--- src/i2c_slave_cmd_pkg.sv ---
// Constants, field layouts and types of the slave command and interrupt-enable block.
package i2c_slave_cmd_pkg;

    ////////////////////////////////////////////////////////////////////////////
    // Register offsets on the plain register port.
    localparam logic [7:0] OFS_CONTROL = 8'h04;
    localparam logic [7:0] OFS_ENABLE_CLEAR = 8'h14;
    localparam logic [7:0] OFS_ENABLE_SET = 8'h16;
    localparam logic [7:0] OFS_FLAGS = 8'h18;
    localparam logic [7:0] OFS_STATUS = 8'h1a;
    localparam logic [7:0] OFS_MATCH = 8'h20;

    ////////////////////////////////////////////////////////////////////////////
    // Control register fields.
    localparam int CTL_ACK_CHOICE = 18;
    localparam int CTL_CMD_LO = 16;
    localparam int CTL_SCHEME_LO = 14;
    localparam int CTL_AUTO_ACK = 10;
    localparam int CTL_GROUP = 9;
    localparam int CTL_SMART = 8;

    // Flag and enable vector positions, shared by flags and both enable registers.
    localparam int FLG_ERROR = 7;
    localparam int FLG_BYTE_DONE = 2;
    localparam int FLG_ADDR_HIT = 1;
    localparam int FLG_STOP = 0;
    localparam logic [7:0] FLG_USED = 8'h87;
    localparam logic [7:0] FLG_RESET = 8'h00;
    localparam logic [7:0] ENABLE_RESET = 8'h00;

    // Status register fields.
    localparam int STS_CLK_HOLD = 7;
    localparam int STS_DIR = 3;

    // Match register fields.
    localparam int MATCH_PRIMARY_LO = 0;
    localparam int MATCH_SECONDARY_LO = 16;
    localparam int ADDR_W = 7;

    ////////////////////////////////////////////////////////////////////////////
    // Modes and commands.
    typedef enum logic [1:0] {
        MASKED_MATCH_SCHEME = 2'b00,
        DUAL_MATCH_SCHEME = 2'b01,
        RANGE_MATCH_SCHEME = 2'b10,
        RESERVED_MATCH_SCHEME = 2'b11
    } match_scheme_e;

    typedef enum logic [1:0] {
        CMD_NONE = 2'b00,
        CMD_RESERVED = 2'b01,
        CMD_FINISH = 2'b10,
        CMD_CONTINUE = 2'b11
    } slave_cmd_e;

endpackage : i2c_slave_cmd_pkg

--- src/i2c_slave_cmd.sv ---
// Command strobe, address matching and interrupt-enable logic of the bus slave.
//
// Behaviour
// - Command field 17:16 is a write-only strobe that always reads zero.
// - Action depends on command, pending byte or address flag, and direction.
// - Commands 2 and 3 clear byte-done, address-hit and stop flags; commands 0 and 1 clear none.
// - Command 2 after data in master write: acknowledge, then wait for start.
// - Command 2 after data in master read: wait for start, no acknowledge.
// - Command 3 in master write after address or data: acknowledge, receive next.
// - Command 3 after address in master read: acknowledge, then raise data flag.
// - Command 3 after data in master read: shift byte out, then take ACK/NACK.
// - Scheme 0 matches primary value with secondary value as don't-care mask.
// - Scheme 1 matches either primary or secondary value exactly.
// - Scheme 2 matches the inclusive range, primary is upper bound; 3 reserved.
// - Automatic address acknowledge on match when bit 10 is set.
// - Group command raises stop flag if addressed since previous stop.
// - Smart mode sends acknowledge when software reads the data byte.
// - Scheme, auto-ack, group and smart settings act directly on write.
// - Command field stays writable while the module is enabled.
// - Reserved control and enable bits read as zero.
// - Enables for error, byte-done, address-hit, stop at bits 7, 2, 1, 0.
// - Writing one to enable-clear register clears that enable.
// - Writing one to enable-set register sets that enable.
// - Both enable registers read the same enable vector.
// - Acknowledge choice zero sends ACK, one sends NACK.
// - Direction status holds the direction bit of the last matched address.
`timescale 1ns/1ps

module i2c_slave_cmd #(
    parameter int ADDR_W = i2c_slave_cmd_pkg::ADDR_W
) (
    // Clock, reset and clock enable.
    input wire logic sys_clk,
    input wire logic arst_n,
    input wire logic clk_en,
    // Register port.
    input wire logic [7:0] reg_addr,
    input wire logic [31:0] reg_wdata,
    input wire logic reg_wr,
    input wire logic reg_rd,
    output logic [31:0] reg_rdata,
    // Events from the bit-level bus engine, one cycle each.
    input wire logic start_seen,
    input wire logic stop_seen,
    input wire logic addr_received,
    input wire logic [ADDR_W-1:0] addr_value,
    input wire logic addr_dir,
    input wire logic byte_done,
    input wire logic bus_error,
    input wire logic data_read,
    // Actions to the bus engine, one-cycle pulses, and levels.
    output logic addr_match,
    output logic ack_send,
    output logic ack_is_nack,
    output logic rx_next,
    output logic tx_byte,
    output logic wait_start,
    output logic irq
);

    ////////////////////////////////////////////////////////////////////////////
    // Matching function.

    function automatic logic match_fn(input logic [1:0] scheme, input logic [ADDR_W-1:0] rx,
                                      input logic [ADDR_W-1:0] pri,
                                      input logic [ADDR_W-1:0] sec);
        logic hit;
        hit = 1'b0;
        unique case (scheme)
            i2c_slave_cmd_pkg::MASKED_MATCH_SCHEME: begin
                hit = ((rx ^ pri) & ~sec) == '0;
            end
            i2c_slave_cmd_pkg::DUAL_MATCH_SCHEME: begin
                hit = (rx == pri) || (rx == sec);
            end
            i2c_slave_cmd_pkg::RANGE_MATCH_SCHEME: begin
                hit = (rx <= pri) && (rx >= sec);
            end
            default: begin
                hit = 1'b0;
            end
        endcase
        return hit;
    endfunction : match_fn

    ////////////////////////////////////////////////////////////////////////////
    // Software state.

    logic [1:0] scheme_r;
    logic auto_ack_r;
    logic group_r;
    logic smart_r;
    logic ack_choice_r;
    logic [7:0] enable_r;
    logic [ADDR_W-1:0] primary_r;
    logic [ADDR_W-1:0] secondary_r;

    // Block state.
    logic [7:0] flags_r;
    logic [7:0] flags_nxt;
    logic dir_r;
    logic dir_nxt;
    logic hit_since_start_r;
    logic hit_since_stop_r;

    // Action next values.
    logic ack_nxt;
    logic rx_nxt;
    logic tx_nxt;
    logic wait_nxt;
    logic match_now;

    logic wr_ctl;
    logic [1:0] cmd_wr;

    assign wr_ctl = reg_wr && (reg_addr == i2c_slave_cmd_pkg::OFS_CONTROL);
    assign cmd_wr = reg_wdata[i2c_slave_cmd_pkg::CTL_CMD_LO +: 2];
    assign match_now = addr_received && match_fn(scheme_r, addr_value, primary_r, secondary_r);

    ////////////////////////////////////////////////////////////////////////////
    // Configuration registers.

    // No enable gate on these writes: the command stays usable while running.
    always_ff @(posedge sys_clk or negedge arst_n) begin
        if (!arst_n) begin
            scheme_r <= 2'h0;
            auto_ack_r <= 1'b0;
            group_r <= 1'b0;
            smart_r <= 1'b0;
            ack_choice_r <= 1'b0;
        end else if (clk_en && wr_ctl) begin
            scheme_r <= reg_wdata[i2c_slave_cmd_pkg::CTL_SCHEME_LO +: 2];
            auto_ack_r <= reg_wdata[i2c_slave_cmd_pkg::CTL_AUTO_ACK];
            group_r <= reg_wdata[i2c_slave_cmd_pkg::CTL_GROUP];
            smart_r <= reg_wdata[i2c_slave_cmd_pkg::CTL_SMART];
            ack_choice_r <= reg_wdata[i2c_slave_cmd_pkg::CTL_ACK_CHOICE];
        end
    end

    always_ff @(posedge sys_clk or negedge arst_n) begin
        if (!arst_n) begin
            primary_r <= '0;
            secondary_r <= '0;
        end else if (clk_en && reg_wr && (reg_addr == i2c_slave_cmd_pkg::OFS_MATCH)) begin
            primary_r <= reg_wdata[i2c_slave_cmd_pkg::MATCH_PRIMARY_LO +: ADDR_W];
            secondary_r <= reg_wdata[i2c_slave_cmd_pkg::MATCH_SECONDARY_LO +: ADDR_W];
        end
    end

    // One enable vector behind both the set and the clear address.
    always_ff @(posedge sys_clk or negedge arst_n) begin
        if (!arst_n) begin
            enable_r <= i2c_slave_cmd_pkg::ENABLE_RESET;
        end else if (clk_en && reg_wr) begin
            if (reg_addr == i2c_slave_cmd_pkg::OFS_ENABLE_CLEAR) begin
                enable_r <= enable_r & ~(reg_wdata[7:0] & i2c_slave_cmd_pkg::FLG_USED);
            end else if (reg_addr == i2c_slave_cmd_pkg::OFS_ENABLE_SET) begin
                enable_r <= enable_r | (reg_wdata[7:0] & i2c_slave_cmd_pkg::FLG_USED);
            end
        end
    end

    ////////////////////////////////////////////////////////////////////////////
    // Command decode, address events and flags.

    always_comb begin
        flags_nxt = flags_r;
        dir_nxt = dir_r;
        ack_nxt = 1'b0;
        rx_nxt = 1'b0;
        tx_nxt = 1'b0;
        wait_nxt = 1'b0;
        // Software clears come first so that hardware sets below win.
        if (reg_wr && (reg_addr == i2c_slave_cmd_pkg::OFS_FLAGS)) begin
            flags_nxt = flags_nxt & ~(reg_wdata[7:0] & i2c_slave_cmd_pkg::FLG_USED);
        end
        if (wr_ctl && (cmd_wr == i2c_slave_cmd_pkg::CMD_FINISH ||
                       cmd_wr == i2c_slave_cmd_pkg::CMD_CONTINUE)) begin
            flags_nxt[i2c_slave_cmd_pkg::FLG_BYTE_DONE] = 1'b0;
            flags_nxt[i2c_slave_cmd_pkg::FLG_ADDR_HIT] = 1'b0;
            flags_nxt[i2c_slave_cmd_pkg::FLG_STOP] = 1'b0;
            // Address phase has priority if both flags are somehow pending.
            if (flags_r[i2c_slave_cmd_pkg::FLG_ADDR_HIT]) begin
                if (cmd_wr == i2c_slave_cmd_pkg::CMD_CONTINUE) begin
                    ack_nxt = 1'b1;
                    if (!dir_r) begin
                        rx_nxt = 1'b1;
                    end else begin
                        flags_nxt[i2c_slave_cmd_pkg::FLG_BYTE_DONE] = 1'b1;
                    end
                end
            end else if (flags_r[i2c_slave_cmd_pkg::FLG_BYTE_DONE]) begin
                if (cmd_wr == i2c_slave_cmd_pkg::CMD_FINISH) begin
                    ack_nxt = !dir_r;
                    wait_nxt = 1'b1;
                end else if (!dir_r) begin
                    ack_nxt = 1'b1;
                    rx_nxt = 1'b1;
                end else begin
                    tx_nxt = 1'b1;
                end
            end
        end
        // Smart mode: reading the received byte acknowledges it.
        if (smart_r && data_read && !dir_r && flags_r[i2c_slave_cmd_pkg::FLG_BYTE_DONE]) begin
            flags_nxt[i2c_slave_cmd_pkg::FLG_BYTE_DONE] = 1'b0;
            ack_nxt = 1'b1;
            rx_nxt = 1'b1;
        end
        if (match_now) begin
            dir_nxt = addr_dir;
            if (auto_ack_r) begin
                ack_nxt = 1'b1;
                if (!addr_dir) begin
                    rx_nxt = 1'b1;
                end else begin
                    flags_nxt[i2c_slave_cmd_pkg::FLG_BYTE_DONE] = 1'b1;
                end
            end else begin
                flags_nxt[i2c_slave_cmd_pkg::FLG_ADDR_HIT] = 1'b1;
            end
        end
        if (byte_done) begin
            flags_nxt[i2c_slave_cmd_pkg::FLG_BYTE_DONE] = 1'b1;
        end
        if (bus_error) begin
            flags_nxt[i2c_slave_cmd_pkg::FLG_ERROR] = 1'b1;
        end
        if (stop_seen && (group_r ? hit_since_stop_r : hit_since_start_r)) begin
            flags_nxt[i2c_slave_cmd_pkg::FLG_STOP] = 1'b1;
        end
    end

    always_ff @(posedge sys_clk or negedge arst_n) begin
        if (!arst_n) begin
            flags_r <= i2c_slave_cmd_pkg::FLG_RESET;
            dir_r <= 1'b0;
        end else if (clk_en) begin
            flags_r <= flags_nxt;
            dir_r <= dir_nxt;
        end
    end

    // Addressed-since trackers; a match in the same cycle as a stop belongs to
    // the next transaction, so the set wins.
    always_ff @(posedge sys_clk or negedge arst_n) begin
        if (!arst_n) begin
            hit_since_start_r <= 1'b0;
            hit_since_stop_r <= 1'b0;
        end else if (clk_en) begin
            if (match_now) begin
                hit_since_start_r <= 1'b1;
                hit_since_stop_r <= 1'b1;
            end else begin
                if (start_seen || stop_seen) begin
                    hit_since_start_r <= 1'b0;
                end
                if (stop_seen) begin
                    hit_since_stop_r <= 1'b0;
                end
            end
        end
    end

    ////////////////////////////////////////////////////////////////////////////
    // Outputs to the bus engine and interrupt.

    always_ff @(posedge sys_clk or negedge arst_n) begin
        if (!arst_n) begin
            ack_send <= 1'b0;
            ack_is_nack <= 1'b0;
            rx_next <= 1'b0;
            tx_byte <= 1'b0;
            wait_start <= 1'b0;
            addr_match <= 1'b0;
        end else if (clk_en) begin
            ack_send <= ack_nxt;
            if (ack_nxt) begin
                // A command word carries its own choice in the same write.
                ack_is_nack <= wr_ctl ? reg_wdata[i2c_slave_cmd_pkg::CTL_ACK_CHOICE]
                                      : ack_choice_r;
            end
            rx_next <= rx_nxt;
            tx_byte <= tx_nxt;
            wait_start <= wait_nxt;
            addr_match <= match_now;
        end
    end

    always_ff @(posedge sys_clk or negedge arst_n) begin
        if (!arst_n) begin
            irq <= 1'b0;
        end else if (clk_en) begin
            irq <= |(flags_nxt & enable_r);
        end
    end

    ////////////////////////////////////////////////////////////////////////////
    // Register read port, data valid the cycle after the read strobe.

    always_ff @(posedge sys_clk or negedge arst_n) begin
        if (!arst_n) begin
            reg_rdata <= 32'h0000_0000;
        end else if (clk_en) begin
            reg_rdata <= 32'h0000_0000;
            if (reg_rd) begin
                unique case (reg_addr)
                    i2c_slave_cmd_pkg::OFS_CONTROL: begin
                        reg_rdata[i2c_slave_cmd_pkg::CTL_ACK_CHOICE] <= ack_choice_r;
                        reg_rdata[i2c_slave_cmd_pkg::CTL_CMD_LO +: 2] <= 2'h0;
                        reg_rdata[i2c_slave_cmd_pkg::CTL_SCHEME_LO +: 2] <= scheme_r;
                        reg_rdata[i2c_slave_cmd_pkg::CTL_AUTO_ACK] <= auto_ack_r;
                        reg_rdata[i2c_slave_cmd_pkg::CTL_GROUP] <= group_r;
                        reg_rdata[i2c_slave_cmd_pkg::CTL_SMART] <= smart_r;
                    end
                    i2c_slave_cmd_pkg::OFS_ENABLE_CLEAR,
                    i2c_slave_cmd_pkg::OFS_ENABLE_SET: begin
                        reg_rdata[7:0] <= enable_r & i2c_slave_cmd_pkg::FLG_USED;
                    end
                    i2c_slave_cmd_pkg::OFS_FLAGS: begin
                        reg_rdata[7:0] <= flags_r;
                    end
                    i2c_slave_cmd_pkg::OFS_STATUS: begin
                        reg_rdata[i2c_slave_cmd_pkg::STS_DIR] <= dir_r;
                        reg_rdata[i2c_slave_cmd_pkg::STS_CLK_HOLD] <=
                            flags_r[i2c_slave_cmd_pkg::FLG_BYTE_DONE] |
                            flags_r[i2c_slave_cmd_pkg::FLG_ADDR_HIT];
                    end
                    i2c_slave_cmd_pkg::OFS_MATCH: begin
                        reg_rdata[i2c_slave_cmd_pkg::MATCH_PRIMARY_LO +: ADDR_W] <= primary_r;
                        reg_rdata[i2c_slave_cmd_pkg::MATCH_SECONDARY_LO +: ADDR_W] <=
                            secondary_r;
                    end
                    default: begin
                        reg_rdata <= 32'h0000_0000;
                    end
                endcase
            end
        end
    end

endmodule : i2c_slave_cmd

--- config.mk ---
export PLATFORM = sky130hd
export DESIGN_NAME = i2c_slave_cmd
export DESIGN_NICKNAME = d
export VERILOG_FILES = /design/src/i2c_slave_cmd_pkg.sv /design/src/i2c_slave_cmd.sv
export SDC_FILE = /design/constraint.sdc
export NUM_CORES = 1
export LEC_CHECK = 0
export ABC_AREA = 1
export BUFFER_PORTS_ARGS = -buffer_cell sky130_fd_sc_hd__buf_2
export CAP_MARGIN = 0
export CELL_PAD_IN_SITES_DETAIL_PLACEMENT = 1
export CELL_PAD_IN_SITES_GLOBAL_PLACEMENT = 1
export CORE_MARGIN = 2
export CORE_UTILIZATION = 40
export CTS_CLUSTER_DIAMETER = 30
export CTS_CLUSTER_SIZE = 24
export DETAILED_ROUTE_END_ITERATION = 8
export HOLD_SLACK_MARGIN = 0.05
export PLACE_DENSITY = 0.87
export SYNTH_ARGS = -nofsm -noshare
export SYNTH_HDL_FRONTEND = slang
export SYNTH_SLANG_ARGS = --single-unit
--- constraint.sdc ---
create_clock -name sys_clk -period 2.75 [get_ports sys_clk]
set_input_delay 0.1375 -clock sys_clk [delete_from_list [all_inputs] [get_ports sys_clk]]
set_output_delay 0.1375 -clock sys_clk [all_outputs]
set_load 0.005 [all_outputs]
==> impl_metrics.json <==
{
  "grt_max_degree": 42,
  "yosys.cell_types.count": 33,
  "grt_util_all_layers": 0.2324,
  "p_per_area_mw_per_mm2": 544.2,
  "dr.pass1.iters": 4,
  "ctsHtreeMaxLevel": 3,
  "routed_wl_um": 9800,
  "drc": 0,
  "fp.dieH_um": 93.73,
  "dr_total_vias": 3073,
  "fmax_mhz": 482.7,
  "setup-tns-final_ps": 0,
  "ctsRootBufferMaster": "clkbuf_8",
  "holdWs_ps": 58.76,
  "synth-edff-count": 0,
  "io_pins": 98,
  "ys_async_sr_fraction": 1.000,
  "dpl.hpwl_um": 7174,
  "slew_violations": 0,
  "antenna_found_initial": 0,
  "setup-violations-final": 0,
  "r2r-start": "primary_r[6]$_DFFE_PN0P_",
  "viasPerCell": 5.235,
  "crit_fanout": 5,
  "initial_core_util": 0.4146,
  "maxSlewHeadroom": 0.3918,
  "fin_crit_ps": 2072,
  "drt_iter0_markers": 155,
  "rows": 32,
  "grt_pass1_vias": 3113,
  "worstPathRequired_ps": 2980,
  "cts_buffers": 9,
  "drive_above_1_share": 0.2309,
  "place.gp.congestion": 0.8985,
  "area_delta_synth_final_pct": 25.64,
  "cts_max_path_buffers": 2,
  "fin_skew_ps": 9.162,
  "portBuffers": 73,
  "grt_pass1_wl_um": 15570,
  "overflow": 0,
  "critPathLaunchType": "register",
  "yosysSeqAreaShare": 0.4507,
  "insertion_delay_ps": 340,
  "final_antenna_net_count": 0,
  "final_cell_mix": "nand2_1, buf_2, dfrtp_1",
  "startpoint": "primary_r[6]$_DFFE_PN0P_",
  "syn_avg_cell_area_sq_um": 8.279,
  "ys_ff_latch": 58,
  "arrival_ps": 2300,
  "cts_resized": 0,
  "hold_viol": 0,
  "leakage_nw": 2.209,
  "cts.sinks": 58,
  "status": "finished, final reports clean",
  "finalPower_w": 0.002202,
  "worstHoldPathType": "in2reg",
  "min_from": "reg_wdata[3]",
  "fin_crit_sh": 0.7533,
  "ys.warnings.count": 0,
  "rsz0062_at_grt": "false",
  "tightest_slew_ps": 912.4,
  "syn_area_sq_mm": 0.003221,
  "synth_cells": 389,
  "final_common_cell": "nand2_1",
  "core-area_sq_mm": 0.007767,
  "cts_setup_buffers": 0,
  "clk_pin_slew_ps": 70,
  "synth_ff_type": "dfrtp_1",
  "maxCapViolCount": 0,
  "chipWidth_um": 93.73,
  "post-route-util": 0.5209,
  "cts_tree": "yes",
  "nNetsFinal": 553,
  "antenna_cells": 0,
  "path_class": "reg2reg",
  "worstSetupEndpointType": "register",
  "wire_per_inst_um": 16.70,
  "dieArea_sq_mm": 0.008785,
  "peakVddDrop_v": 0.0001830
}
-- Yosys cell counts, types with 4 or more instances --
cell | n | area [sq um]
clkbuf_1 | 4 | 15.01
buf_4 | 14 | 105.1
o211ai_1 | 4 | 30.03
nor3_1 | 8 | 40.04
a32o_1 | 14 | 140.1
nand2_1 | 88 | 330.3
a22o_1 | 4 | 35.03
dfrtp_1 | 58 | 1451
inv_2 | 4 | 15.01
o21ai_1 | 7 | 35.03
nor2_1 | 26 | 97.59
ha_1 | 14 | 175.2
inv_1 | 48 | 180.2
nand3_1 | 18 | 90.09
nor2_2 | 5 | 31.28
o21ai_0 | 15 | 75.07
a31oi_1 | 7 | 43.79
nand2_2 | 4 | 25.02
a21oi_1 | 22 | 110.1
-- worst paths after layout --
path / to / slack [ps] / cells after the start
setup / recovery: dir_r$_DFFE_PN0P_ / 680 / 15
hold reg to reg: reg_rdata[14]$_DFFE_PN0P_ / 480 / 1
setup reg to reg: dir_r$_DFFE_PN0P_ / 680 / 15
max in group asynchronous: flags_r[0]$_DFFE_PN0P_ / 1490 / 3
hold / removal: primary_r[3]$_DFFE_PN0P_ / 60 / 3
min in group asynchronous: primary_r[6]$_DFFE_PN0P_ / 460 / 2
-- metrics by stage --
stage / worst slack [ps] / cells / area (sq um)
global placement: 787.4 / 557 / 3640
global route: 476.2 / 587 / 4046
CTS: 675.2 / 587 / 4046
finish: 678.4 / 587 / 4046
detailed placement: 690.9 / 557 / 3640
floorplan: 1068 / 400 / 3262
-- repair_timing --
item,CTS,global route
endpoints found under the hold margin,53,0
endpoints found under the setup margin,0,0
hold buffers,14,0
-- registers in the layout (all words and copies together), names as in the netlist, named ones only --
name / count
primary_r: 7
reg_rdata: 20
wait_start: 1
dir_r: 1
irq: 1
hit_since_stop_r: 1
ack_is_nack: 1
smart_r: 1
tx_byte: 1
flags_r: 4
auto_ack_r: 1
addr_match: 1
scheme_r: 2
ack_send: 1
ack_choice_r: 1
group_r: 1
hit_since_start_r: 1
rx_next: 1
secondary_r: 7
-- power breakdown --
part           switching [W]  internal, W
Sequential         0.0000235     0.000879
Clock               0.000352     0.000717
Combinational       0.000144    0.0000865
Total               0.000519      0.00168
-- cells by family after synthesis --
logic type	count (synthesis)	share of synthesized area
other cells	1	0.001164
simple gates	161	0.2265
buf+inv	75	0.1045
flops	58	0.4507
fa+ha+maj	14	0.05439
compound gates	80	0.1628
-- critical path, cell delays in order, from the launching register on --
cell and delay (ps):
dfrtp_1 370, inv_1 80, ha_1 320, nand2_1 80, nor2_1 160, nand3b_1 110
nand2_1 70, nand2_1 50, nand2_1 70, inv_1 40, nand2_1 140, nand2_1 110
clkinv_1 70, nand2_1 130, nand2_1 100, o21ai_1 70
-- area by class of cell --
class,instances,area [sq um]
Clock buffer,11,141.4
Multi-Input combinational cell,267,1474
Inverter,55,206.4
Tap cell,102,127.6
Fill cell,974,3721
Sequential cell,58,1451
Timing Repair Buffer,89,520.5
Clock inverter,5,125.1
-- routing by layer --
layer	part of all wire	global-route usage	up-vias	wire length, um
met4	0.025	0.08575	0	242
met5	0	0	-	0
li1	-	-	1461	-
met3	0.055	0.04334	21	542
met2	0.51	0.4083	102	4965
met1	0.41	0.2828	1489	4049
(Power assumes the default switching activity.)
